File: src/mtcs_pkg.sv
// package for the multiplier timer control and status block
// assumes a 32-bit avalon-mm bus with one word per register
package mtcs_pkg;
  localparam int mtcs_aw = 4;
  localparam logic [mtcs_aw-1:0] mtcs_off_clock_control = 4'h0;
  localparam logic [mtcs_aw-1:0] mtcs_off_io_control = 4'h4;
  localparam logic [mtcs_aw-1:0] mtcs_off_flag_status = 4'h8;
  localparam logic [mtcs_aw-1:0] mtcs_off_irq_enable = 4'hc;
  localparam logic [7:0] mtcs_reset_byte = 8'h00;
  // clock control fields
  localparam int mtcs_cksel_lsb = 0;
  // io control fields
  localparam int mtcs_load_source_select_bit = 7;
  localparam int mtcs_corrected_clock_halt_bit = 6;
  localparam int mtcs_event_input_enable_bit = 5;
  localparam int mtcs_reload_update_inhibit_bit = 4;
  localparam int mtcs_correction_stop_select_bit = 3;
  localparam int mtcs_mult_match_enable_bit = 0;
  localparam logic [7:0] mtcs_io_write_mask = 8'hf9;
  // flag status fields
  localparam int mtcs_mult_match_flag_bit = 3;
  localparam int mtcs_event_match_flag_bit = 2;
  localparam int mtcs_interval_capture_flag_bit = 1;
  localparam int mtcs_interval_match_flag_bit = 0;
  localparam int mtcs_flag_count = 4;
  // irq enable fields
  localparam int mtcs_irq_timing_lsb = 4;
  localparam logic [7:0] mtcs_irq_enable_write_mask = 8'h3f;
  localparam logic [1:0] mtcs_timing_on_flag = 2'h0;
  localparam logic [1:0] mtcs_timing_first_event = 2'h1;
  localparam logic [1:0] mtcs_timing_second_event = 2'h2;
  localparam int mtcs_clock_lines = 4;

  typedef enum {
    mtcs_irq_idle,
    mtcs_irq_wait_two,
    mtcs_irq_wait_one,
    mtcs_irq_ready,
    mtcs_irq_blocked
  } mtcs_irq_state_e;

  // conditions from the counters, same clock domain
  typedef struct packed {
    logic interval_match;
    logic event_match;
    logic mult_match;
    logic secondary_match;
    logic correction_equal;
    logic ext_event;
  } mtcs_counter_s;

  // controls to the counters
  typedef struct packed {
    logic interval_count_en;
    logic reload_count_en;
    logic load_source_select;
    logic corrected_clock_halt;
    logic accepted_event;
    logic reload_update;
    logic second_correction_stop;
  } mtcs_control_s;
endpackage : mtcs_pkg

File: src/mtcs_timer_ctrl.sv
// control, status and interrupt logic of the multiplying edge-interval timer
// assumes counter conditions and clock-bus lines come from logic on ref_clk
//
// Decided for this implementation: the Avalon-MM register port and the address map.
`timescale 1ns/1ps
module mtcs_timer_ctrl (
  input wire logic ref_clk,
  input wire logic reset,
  input wire logic [mtcs_pkg::mtcs_aw-1:0] avs_address,
  input wire logic avs_read,
  input wire logic avs_write,
  input wire logic [31:0] avs_writedata,
  input wire logic [3:0] avs_byteenable,
  output logic [31:0] avs_readdata,
  output logic avs_waitrequest,
  input wire logic [mtcs_pkg::mtcs_clock_lines-1:0] clock_bus,
  input wire logic timer_b_run,
  input wire mtcs_pkg::mtcs_counter_s cnt_in,
  output mtcs_pkg::mtcs_control_s ctl_out,
  output logic irq
);
  import mtcs_pkg::*;

  logic [1:0] count_clock_select_r;
  logic [7:0] io_control_r;
  logic [mtcs_flag_count-1:0] flags_r;
  logic [mtcs_flag_count-1:0] flags_nxt;
  logic [mtcs_flag_count-1:0] armed_r;
  logic [mtcs_flag_count-1:0] flag_set;
  logic [mtcs_flag_count-1:0] flag_clr;
  logic [5:0] irq_enable_r;
  logic [mtcs_clock_lines-1:0] clock_bus_r;
  logic wait_r;
  logic [31:0] readdata_r;
  mtcs_control_s ctl_r;
  logic irq_r;
  logic irq_nxt;
  mtcs_irq_state_e irq_state_r;
  mtcs_irq_state_e irq_state_nxt;
  logic wr_go;
  logic rd_go;
  logic sel_rise;
  logic accepted_event;
  logic [1:0] irq_timing;

  function automatic logic hit(input logic [mtcs_aw-1:0] a, input logic [mtcs_aw-1:0] off, input logic [3:0] be);
    hit = (a == off) && be[0];
  endfunction : hit

  assign avs_waitrequest = wait_r;
  assign avs_readdata = readdata_r;
  assign ctl_out = ctl_r;
  assign irq = irq_r;
  assign irq_timing = irq_enable_r[mtcs_irq_timing_lsb +: 2];
  assign accepted_event = cnt_in.ext_event && io_control_r[mtcs_event_input_enable_bit];

  // bus handshake: one wait cycle; writes land on accept, read data captured before it
  assign wr_go = avs_write && !wait_r;
  assign rd_go = avs_read && wait_r;

  always_ff @(posedge ref_clk) begin
    if (reset) begin
      wait_r <= 1'b1;
    end else begin
      wait_r <= !((avs_read || avs_write) && wait_r);
    end
  end

  always_ff @(posedge ref_clk) begin
    if (reset) begin
      readdata_r <= 32'h0;
    end else if (rd_go) begin
      readdata_r <= 32'h0;
      if (hit(avs_address, mtcs_off_clock_control, avs_byteenable)) begin
        readdata_r[1:0] <= count_clock_select_r;
      end
      if (hit(avs_address, mtcs_off_io_control, avs_byteenable)) begin
        readdata_r[7:0] <= io_control_r;
      end
      if (hit(avs_address, mtcs_off_flag_status, avs_byteenable)) begin
        readdata_r[mtcs_flag_count-1:0] <= flags_r;
      end
      if (hit(avs_address, mtcs_off_irq_enable, avs_byteenable)) begin
        readdata_r[5:0] <= irq_enable_r;
      end
    end
  end

  // control registers
  always_ff @(posedge ref_clk) begin
    if (reset) begin
      count_clock_select_r <= mtcs_reset_byte[1:0];
      io_control_r <= mtcs_reset_byte;
      irq_enable_r <= mtcs_reset_byte[5:0];
    end else if (wr_go) begin
      if (hit(avs_address, mtcs_off_clock_control, avs_byteenable)) begin
        count_clock_select_r <= avs_writedata[mtcs_cksel_lsb +: 2];
      end
      if (hit(avs_address, mtcs_off_io_control, avs_byteenable)) begin
        io_control_r <= avs_writedata[7:0] & mtcs_io_write_mask;
      end
      if (hit(avs_address, mtcs_off_irq_enable, avs_byteenable)) begin
        irq_enable_r <= avs_writedata[5:0] & mtcs_irq_enable_write_mask[5:0];
      end
    end
  end

  // flag set and clear conditions
  always_comb begin
    flag_set = '0;
    flag_set[mtcs_mult_match_flag_bit] = cnt_in.mult_match && io_control_r[mtcs_mult_match_enable_bit];
    flag_set[mtcs_event_match_flag_bit] = cnt_in.event_match;
    flag_set[mtcs_interval_capture_flag_bit] = accepted_event;
    flag_set[mtcs_interval_match_flag_bit] = cnt_in.interval_match;
    flag_clr = '0;
    if (wr_go && hit(avs_address, mtcs_off_flag_status, avs_byteenable)) begin
      flag_clr = armed_r & ~avs_writedata[mtcs_flag_count-1:0];
    end
    if (irq_timing == mtcs_timing_second_event && cnt_in.secondary_match) begin
      flag_clr[mtcs_mult_match_flag_bit] = 1'b1;
    end
    flags_nxt = flag_set | (flags_r & ~flag_clr);
  end

  always_ff @(posedge ref_clk) begin
    if (reset) begin
      flags_r <= mtcs_reset_byte[mtcs_flag_count-1:0];
    end else begin
      flags_r <= flags_nxt;
    end
  end

  // a flag may be cleared by a write only once it has been read as 1
  always_ff @(posedge ref_clk) begin
    if (reset) begin
      armed_r <= '0;
    end else begin
      armed_r <= (armed_r | ((rd_go && hit(avs_address, mtcs_off_flag_status, avs_byteenable)) ?
                 flags_r : '0)) & flags_nxt;
    end
  end

  // counter controls
  assign sel_rise = clock_bus[count_clock_select_r] && !clock_bus_r[count_clock_select_r];

  always_ff @(posedge ref_clk) begin
    if (reset) begin
      clock_bus_r <= '0;
      ctl_r <= '0;
    end else begin
      clock_bus_r <= clock_bus;
      ctl_r.interval_count_en <= sel_rise && timer_b_run;
      ctl_r.reload_count_en <= sel_rise && timer_b_run;
      ctl_r.load_source_select <= io_control_r[mtcs_load_source_select_bit];
      ctl_r.corrected_clock_halt <= io_control_r[mtcs_corrected_clock_halt_bit];
      ctl_r.accepted_event <= accepted_event;
      ctl_r.reload_update <= accepted_event && !io_control_r[mtcs_reload_update_inhibit_bit];
      ctl_r.second_correction_stop <= io_control_r[mtcs_correction_stop_select_bit] &&
                                      cnt_in.correction_equal;
    end
  end

  // timing of the multiplied match interrupt
  always_comb begin
    irq_state_nxt = irq_state_r;
    if (!flags_r[mtcs_mult_match_flag_bit] || !irq_enable_r[mtcs_mult_match_flag_bit]) begin
      irq_state_nxt = mtcs_irq_idle;
    end else begin
      unique case (irq_state_r)
        mtcs_irq_idle: begin
          if (irq_timing == mtcs_timing_on_flag) begin
            irq_state_nxt = mtcs_irq_ready;
          end else if (irq_timing == mtcs_timing_first_event) begin
            irq_state_nxt = mtcs_irq_wait_one;
          end else begin
            irq_state_nxt = mtcs_irq_wait_two;
          end
        end
        mtcs_irq_wait_two: begin
          if (cnt_in.secondary_match) begin
            irq_state_nxt = mtcs_irq_blocked;
          end else if (accepted_event) begin
            irq_state_nxt = mtcs_irq_wait_one;
          end
        end
        mtcs_irq_wait_one: begin
          if (irq_timing == mtcs_timing_second_event && cnt_in.secondary_match) begin
            irq_state_nxt = mtcs_irq_blocked;
          end else if (accepted_event) begin
            irq_state_nxt = mtcs_irq_ready;
          end
        end
        mtcs_irq_ready: irq_state_nxt = mtcs_irq_ready;
        mtcs_irq_blocked: irq_state_nxt = mtcs_irq_blocked;
      endcase
    end
  end

  always_ff @(posedge ref_clk) begin
    if (reset) begin
      irq_state_r <= mtcs_irq_idle;
    end else begin
      irq_state_r <= irq_state_nxt;
    end
  end

  always_comb begin
    irq_nxt = |(flags_r[mtcs_event_match_flag_bit:0] & irq_enable_r[mtcs_event_match_flag_bit:0]);
    irq_nxt = irq_nxt || (irq_state_r == mtcs_irq_ready);
  end

  always_ff @(posedge ref_clk) begin
    if (reset) begin
      irq_r <= 1'b0;
    end else begin
      irq_r <= irq_nxt;
    end
  end

  // checks
  property p_mult_set;
    @(posedge ref_clk) disable iff (reset)
      cnt_in.mult_match && io_control_r[mtcs_mult_match_enable_bit] |=> flags_r[mtcs_mult_match_flag_bit];
  endproperty
  a_mult_set: assert property (p_mult_set) else $error("mult match flag not set");

  property p_match_gate;
    @(posedge ref_clk) disable iff (reset)
      !flags_r[mtcs_mult_match_flag_bit] && !io_control_r[mtcs_mult_match_enable_bit] |=>
      !flags_r[mtcs_mult_match_flag_bit];
  endproperty
  a_match_gate: assert property (p_match_gate) else $error("mult flag set while compare disabled");

  property p_interval_set;
    @(posedge ref_clk) disable iff (reset)
      cnt_in.interval_match |=> flags_r[mtcs_interval_match_flag_bit];
  endproperty
  a_interval_set: assert property (p_interval_set) else $error("interval match flag not set");

  property p_no_sw_set;
    @(posedge ref_clk) disable iff (reset)
      !flags_r[mtcs_event_match_flag_bit] && !cnt_in.event_match |=> !flags_r[mtcs_event_match_flag_bit];
  endproperty
  a_no_sw_set: assert property (p_no_sw_set) else $error("event flag set without match");

  property p_clear_needs_read;
    @(posedge ref_clk) disable iff (reset)
      flags_r[mtcs_interval_match_flag_bit] && !armed_r[mtcs_interval_match_flag_bit] |=>
      flags_r[mtcs_interval_match_flag_bit];
  endproperty
  a_clear_needs_read: assert property (p_clear_needs_read) else $error("flag cleared before read");

  property p_event_gate;
    @(posedge ref_clk) disable iff (reset)
      !io_control_r[mtcs_event_input_enable_bit] ##1 !io_control_r[mtcs_event_input_enable_bit] |->
      !ctl_r.accepted_event && !ctl_r.reload_update;
  endproperty
  a_event_gate: assert property (p_event_gate) else $error("event passed while disabled");

  property p_count_edge;
    @(posedge ref_clk) disable iff (reset)
      ctl_r.interval_count_en |-> $past(timer_b_run) && $past(sel_rise);
  endproperty
  a_count_edge: assert property (p_count_edge) else $error("count without selected edge");

  property p_irq_now;
    @(posedge ref_clk) disable iff (reset)
      flags_r[mtcs_interval_capture_flag_bit] && irq_enable_r[mtcs_interval_capture_flag_bit] |=> irq_r;
  endproperty
  a_irq_now: assert property (p_irq_now) else $error("capture interrupt missing");

  property p_second_event;
    @(posedge ref_clk) disable iff (reset)
      irq_state_r == mtcs_irq_wait_two |=> irq_state_r != mtcs_irq_ready;
  endproperty
  a_second_event: assert property (p_second_event) else $error("early multiplied match interrupt");

  property p_bus_answer;
    @(posedge ref_clk) disable iff (reset)
      (avs_read || avs_write) && wait_r |=> !avs_waitrequest;
  endproperty
  a_bus_answer: assert property (p_bus_answer) else $error("bus not answered in one cycle");

  property p_reload_gate;
    @(posedge ref_clk) disable iff (reset)
      ctl_r.reload_update |-> $past(accepted_event) && !$past(io_control_r[mtcs_reload_update_inhibit_bit]);
  endproperty
  a_reload_gate: assert property (p_reload_gate) else $error("reload update while inhibited");

  property p_reload_edge;
    @(posedge ref_clk) disable iff (reset)
      ctl_r.reload_count_en |-> $past(timer_b_run) && $past(sel_rise);
  endproperty
  a_reload_edge: assert property (p_reload_edge) else $error("reload count without selected edge");

  property p_load_source;
    @(posedge ref_clk) disable iff (reset)
      ctl_r.load_source_select == $past(io_control_r[mtcs_load_source_select_bit]);
  endproperty
  a_load_source: assert property (p_load_source) else $error("load source not following control");

  property p_halt_follow;
    @(posedge ref_clk) disable iff (reset)
      ctl_r.corrected_clock_halt == $past(io_control_r[mtcs_corrected_clock_halt_bit]);
  endproperty
  a_halt_follow: assert property (p_halt_follow) else $error("corrected clock halt not following control");

  property p_auto_clear;
    @(posedge ref_clk) disable iff (reset)
      irq_timing == mtcs_timing_second_event && cnt_in.secondary_match && !flag_set[mtcs_mult_match_flag_bit] |=>
      !flags_r[mtcs_mult_match_flag_bit];
  endproperty
  a_auto_clear: assert property (p_auto_clear) else $error("mult match flag not cleared by secondary match");

  property p_first_event;
    @(posedge ref_clk) disable iff (reset)
      irq_state_r == mtcs_irq_wait_one &&
      !(|(flags_r[mtcs_event_match_flag_bit:0] & irq_enable_r[mtcs_event_match_flag_bit:0])) |=> !irq_r;
  endproperty
  a_first_event: assert property (p_first_event) else $error("multiplied match interrupt before event");

  c_irq_second: cover property (@(posedge ref_clk) disable iff (reset)
    irq_state_r == mtcs_irq_wait_two ##[1:50] irq_state_r == mtcs_irq_ready);
  c_blocked: cover property (@(posedge ref_clk) disable iff (reset) irq_state_r == mtcs_irq_blocked);
  c_sw_clear: cover property (@(posedge ref_clk) disable iff (reset)
    flags_r[mtcs_interval_match_flag_bit] ##1 !flags_r[mtcs_interval_match_flag_bit]);
  c_set_wins: cover property (@(posedge ref_clk) disable iff (reset) |(flag_set & flag_clr));
  c_first_event: cover property (@(posedge ref_clk) disable iff (reset)
    irq_state_r == mtcs_irq_wait_one ##1 irq_state_r == mtcs_irq_ready);
endmodule : mtcs_timer_ctrl

File: config.mk
export PLATFORM = sky130hd
export DESIGN_NAME = mtcs_timer_ctrl
export DESIGN_NICKNAME = d
export VERILOG_FILES = /design/src/mtcs_pkg.sv /design/src/mtcs_timer_ctrl.sv
export SDC_FILE = /design/constraint.sdc
export NUM_CORES = 1
export LEC_CHECK = 0
export ABC_AREA = 1
export BUFFER_PORTS_ARGS = -buffer_cell sky130_fd_sc_hd__buf_2
export CAP_MARGIN = 30
export CORE_MARGIN = 3
export CORE_UTILIZATION = 45
export CTS_CLUSTER_DIAMETER = 50
export DETAILED_ROUTE_END_ITERATION = 8
export PLACE_DENSITY_LB_ADDON = 0.1
export SLEW_MARGIN = 20
export SYNTH_ARGS = -nofsm -noshare
export SYNTH_HDL_FRONTEND = slang
export SYNTH_SLANG_ARGS = --single-unit
File: constraint.sdc
create_clock -name ref_clk -period 1.49 [get_ports ref_clk]
set_input_delay 0.3725 -clock ref_clk [delete_from_list [all_inputs] [get_ports ref_clk]]
set_output_delay 0.3725 -clock ref_clk [all_outputs]
set_load 0.02 [all_outputs]
==> impl_metrics.tcl <==
set metrics [dict create \
    status "finished clean" \
    p_leak_nw 1.14 \
    synthAdderAreaFrac 0 \
    clock-sinks 45 \
    clkLatencyLatePin_ns 0.29 \
    setup-tns-final_ns 0 \
    final_area_sq_um 2440 \
    fmax_mhz 776 \
    critical_path_class "flop to primary output" \
    crit_start "avs_waitrequest$_SDFF_PP1_" \
    vias_per_cell 4.66 \
    cpMaxStageDelayCell "dfxtp_1" \
    min-delay-start "avs_read" \
    fp.dieW_um 74.9 \
    final_hold_viol_count 0 \
    synthMuxAreaShare 0 \
    syn-cell-area_sq_um 2140 \
    fp.dieH_um 74.9 \
    crit_path_cell_trace "buf_2" \
    cts.clk_slew.worst_paths_ns 0.08 \
    yosys.area_share.xor_xnor 0 \
    diodes 0 \
    drive_above_1_share 0.231 \
    path_buf_inv 1 \
    ir_drop_v 0.000502 \
    met2_usage 0.276 \
    root_buffer "clkbuf_8" \
    avgRoutedWirePerCell_um 11.3 \
    synth_compound_area_frac 0.166 \
    synth_area_per_cell_sq_um 7.48 \
    critPathMaxFanout 4 \
    r2r_start "avs_waitrequest$_SDFF_PP1_" \
    place_inst 383 \
    netlist_instances 286 \
    clockBufferDepth 2 \
    drc 0 \
    grt_start_max_net_pins 17 \
    yosys_warnings 0 \
    yosys.area.top_type "dfxtp_1" \
    first_iter_violations 84 \
    initial_core_util 0.478 \
    die_area_sq_um 5620 \
    grt_use_met3 0.0334 \
    gp_congestion 0.788 \
    antenna_left 0 \
    first_pass_iters 5 \
    syn2layout_area_growth_pct 14.0 \
    rsz0062_at_grt "false" \
    drv_cap 0 \
    synthDominantCellAreaShare 0.421 \
    ctsResizeCount 0 \
    grt_pass1_wl_um 7410 \
    start_kind "flop" \
    cts_setup_buffers 0 \
    dpl-instance-area_sq_um 2350 \
    grt-busiest-layer "met2" \
    arrival_ns 0.92 \
    fin_crit_ns 1.29 \
    ctsHoldBuffers 0 \
    num_vias 1819 \
    cts_max_level 2 \
    critPathCaptureType "primary output" \
    cp_slowest_stage_delay_ns 0.43 \
    antenna_found_initial 0 \
    fin_ws_ns 0.202 \
    ys_ff_latch 45 \
    yosys.cell_types.count 32 \
    grtUsageMet1 0.233 \
    cts_buffers 5 \
    dpl.hpwl_um 3420 \
    power_mw 2.27 \
    rows 24 \
    ioPinCount 96 \
    critPathRequiredTime_ns 1.12 \
    setup_violations 0 \
    finalMaxSlewViolations 0 \
    ys_seq_area_frac 0.421 \
    grt_pass1_vias 1644 \
    wl_um 4410 \
    cts_tree "built" \
    io_buffer_count 44 \
    dp_slack_ns 0.118 \
    yosys-top-cells-area "dfxtp_1 (42%), buf_4 (9.1%), inv_1 (7.0%), nor2_1 (6.7%), a21oi_1 (5.4%)" \
    overflow 0 \
    finalCritPeriodShare 0.864 \
    p_per_area_nw_per_um2 931 \
    synth_simple_gate_area_frac 0.232 \
    finalNonFillerCells 390 \
    hp-class "input port to flop" \
    grt.total_usage 0.173 \
    core_area_sq_um 4470 \
    nets 393 \
    crit_family "flip-flops" \
    skew_ns 0.00447 \
    synth_top_family_by_area "simple AND/OR/NAND/NOR gates" \
]
[per-layer routing]
layer / part of all wire / up-vias
met3: 0.048 / 7
met4: 0.015 / 0
met1: 0.49 / 793
met5: 0 / -
met2: 0.44 / 50
li1: - / 969
[cell families (layout without fill, tap and decap cells)]
family	count (synthesis)	after routing
other cells	1	24
simple gates	103	103
buf+inv	73	102
flops	45	45
compound gates	64	64
[flip-flops by register name, indices dropped and copies added, names as in the netlist]
register and cells:
avs_waitrequest 1, irq 1, count_clock_select_r 2, armed_r 4
io_control_r 6, irq_state_r 3, clock_bus_r 4, flags_r 4
ctl_out 6, irq_enable_r 6, avs_readdata 8
[synth_stat cells (all sizes together)]
cell	number
a21boi	1
a31oi	1
nand4	4
buf	30
conb	1
o211ai	2
o21ai	30
clkbuf	1
nor3	3
nand2	35
nand3	16
o22ai	2
a21o	2
nand3b	2
dfxtp	45
inv	42
nor2	43
a22oi	1
a21oi	25
[through the flow]
stage                     hold WS, ns  utilization
after CTS                       0.288        0.545
after global placement          0.425        0.526
after detailed placement        0.432        0.526
final                           0.296        0.545
after floorplan                 0.410            -
after global routing            0.292        0.545
[path summary, 6_finish.rpt]
path                                end  slack, ns  cells after the start
min          avs_waitrequest$_SDFF_PP1_       0.30                      2
min reg2reg       ctl_out[0]$_SDFF_PP0_       0.44                      2
max reg2reg       armed_r[1]$_SDFF_PP0_       0.24                      6
max                     avs_waitrequest       0.20                      1
[power by group]
part / switching [mW] / internal (mW) / total [mW]
Sequential: 0.0138 / 1.23 / 1.24
Clock: 0.385 / 0.368 / 0.754
Combinational: 0.188 / 0.0858 / 0.274
[layout by cell type (no fill, tap or decap), types with 4 or more instances in the layout]
master     n
a21oi_1   23
buf_2     44
buf_4      9
clkbuf_8   6
conb_1    24
dfxtp_1   45
inv_1     40
nand2_1   28
nand2_2    6
nand3_1   15
nand4_1    4
nor2_1    38
o21ai_0   22
o21ai_1    6
[final cells by class]
class	count	area, sq um
Fill cell	451	2040
Timing Repair Buffer	53	288
Sequential cell	45	901
Inverter	42	158
Clock buffer	7	86.3
Tap cell	52	65.1
Multi-Input combinational cell	191	941
No activity file was read; power rests on OpenSTA's default activity.
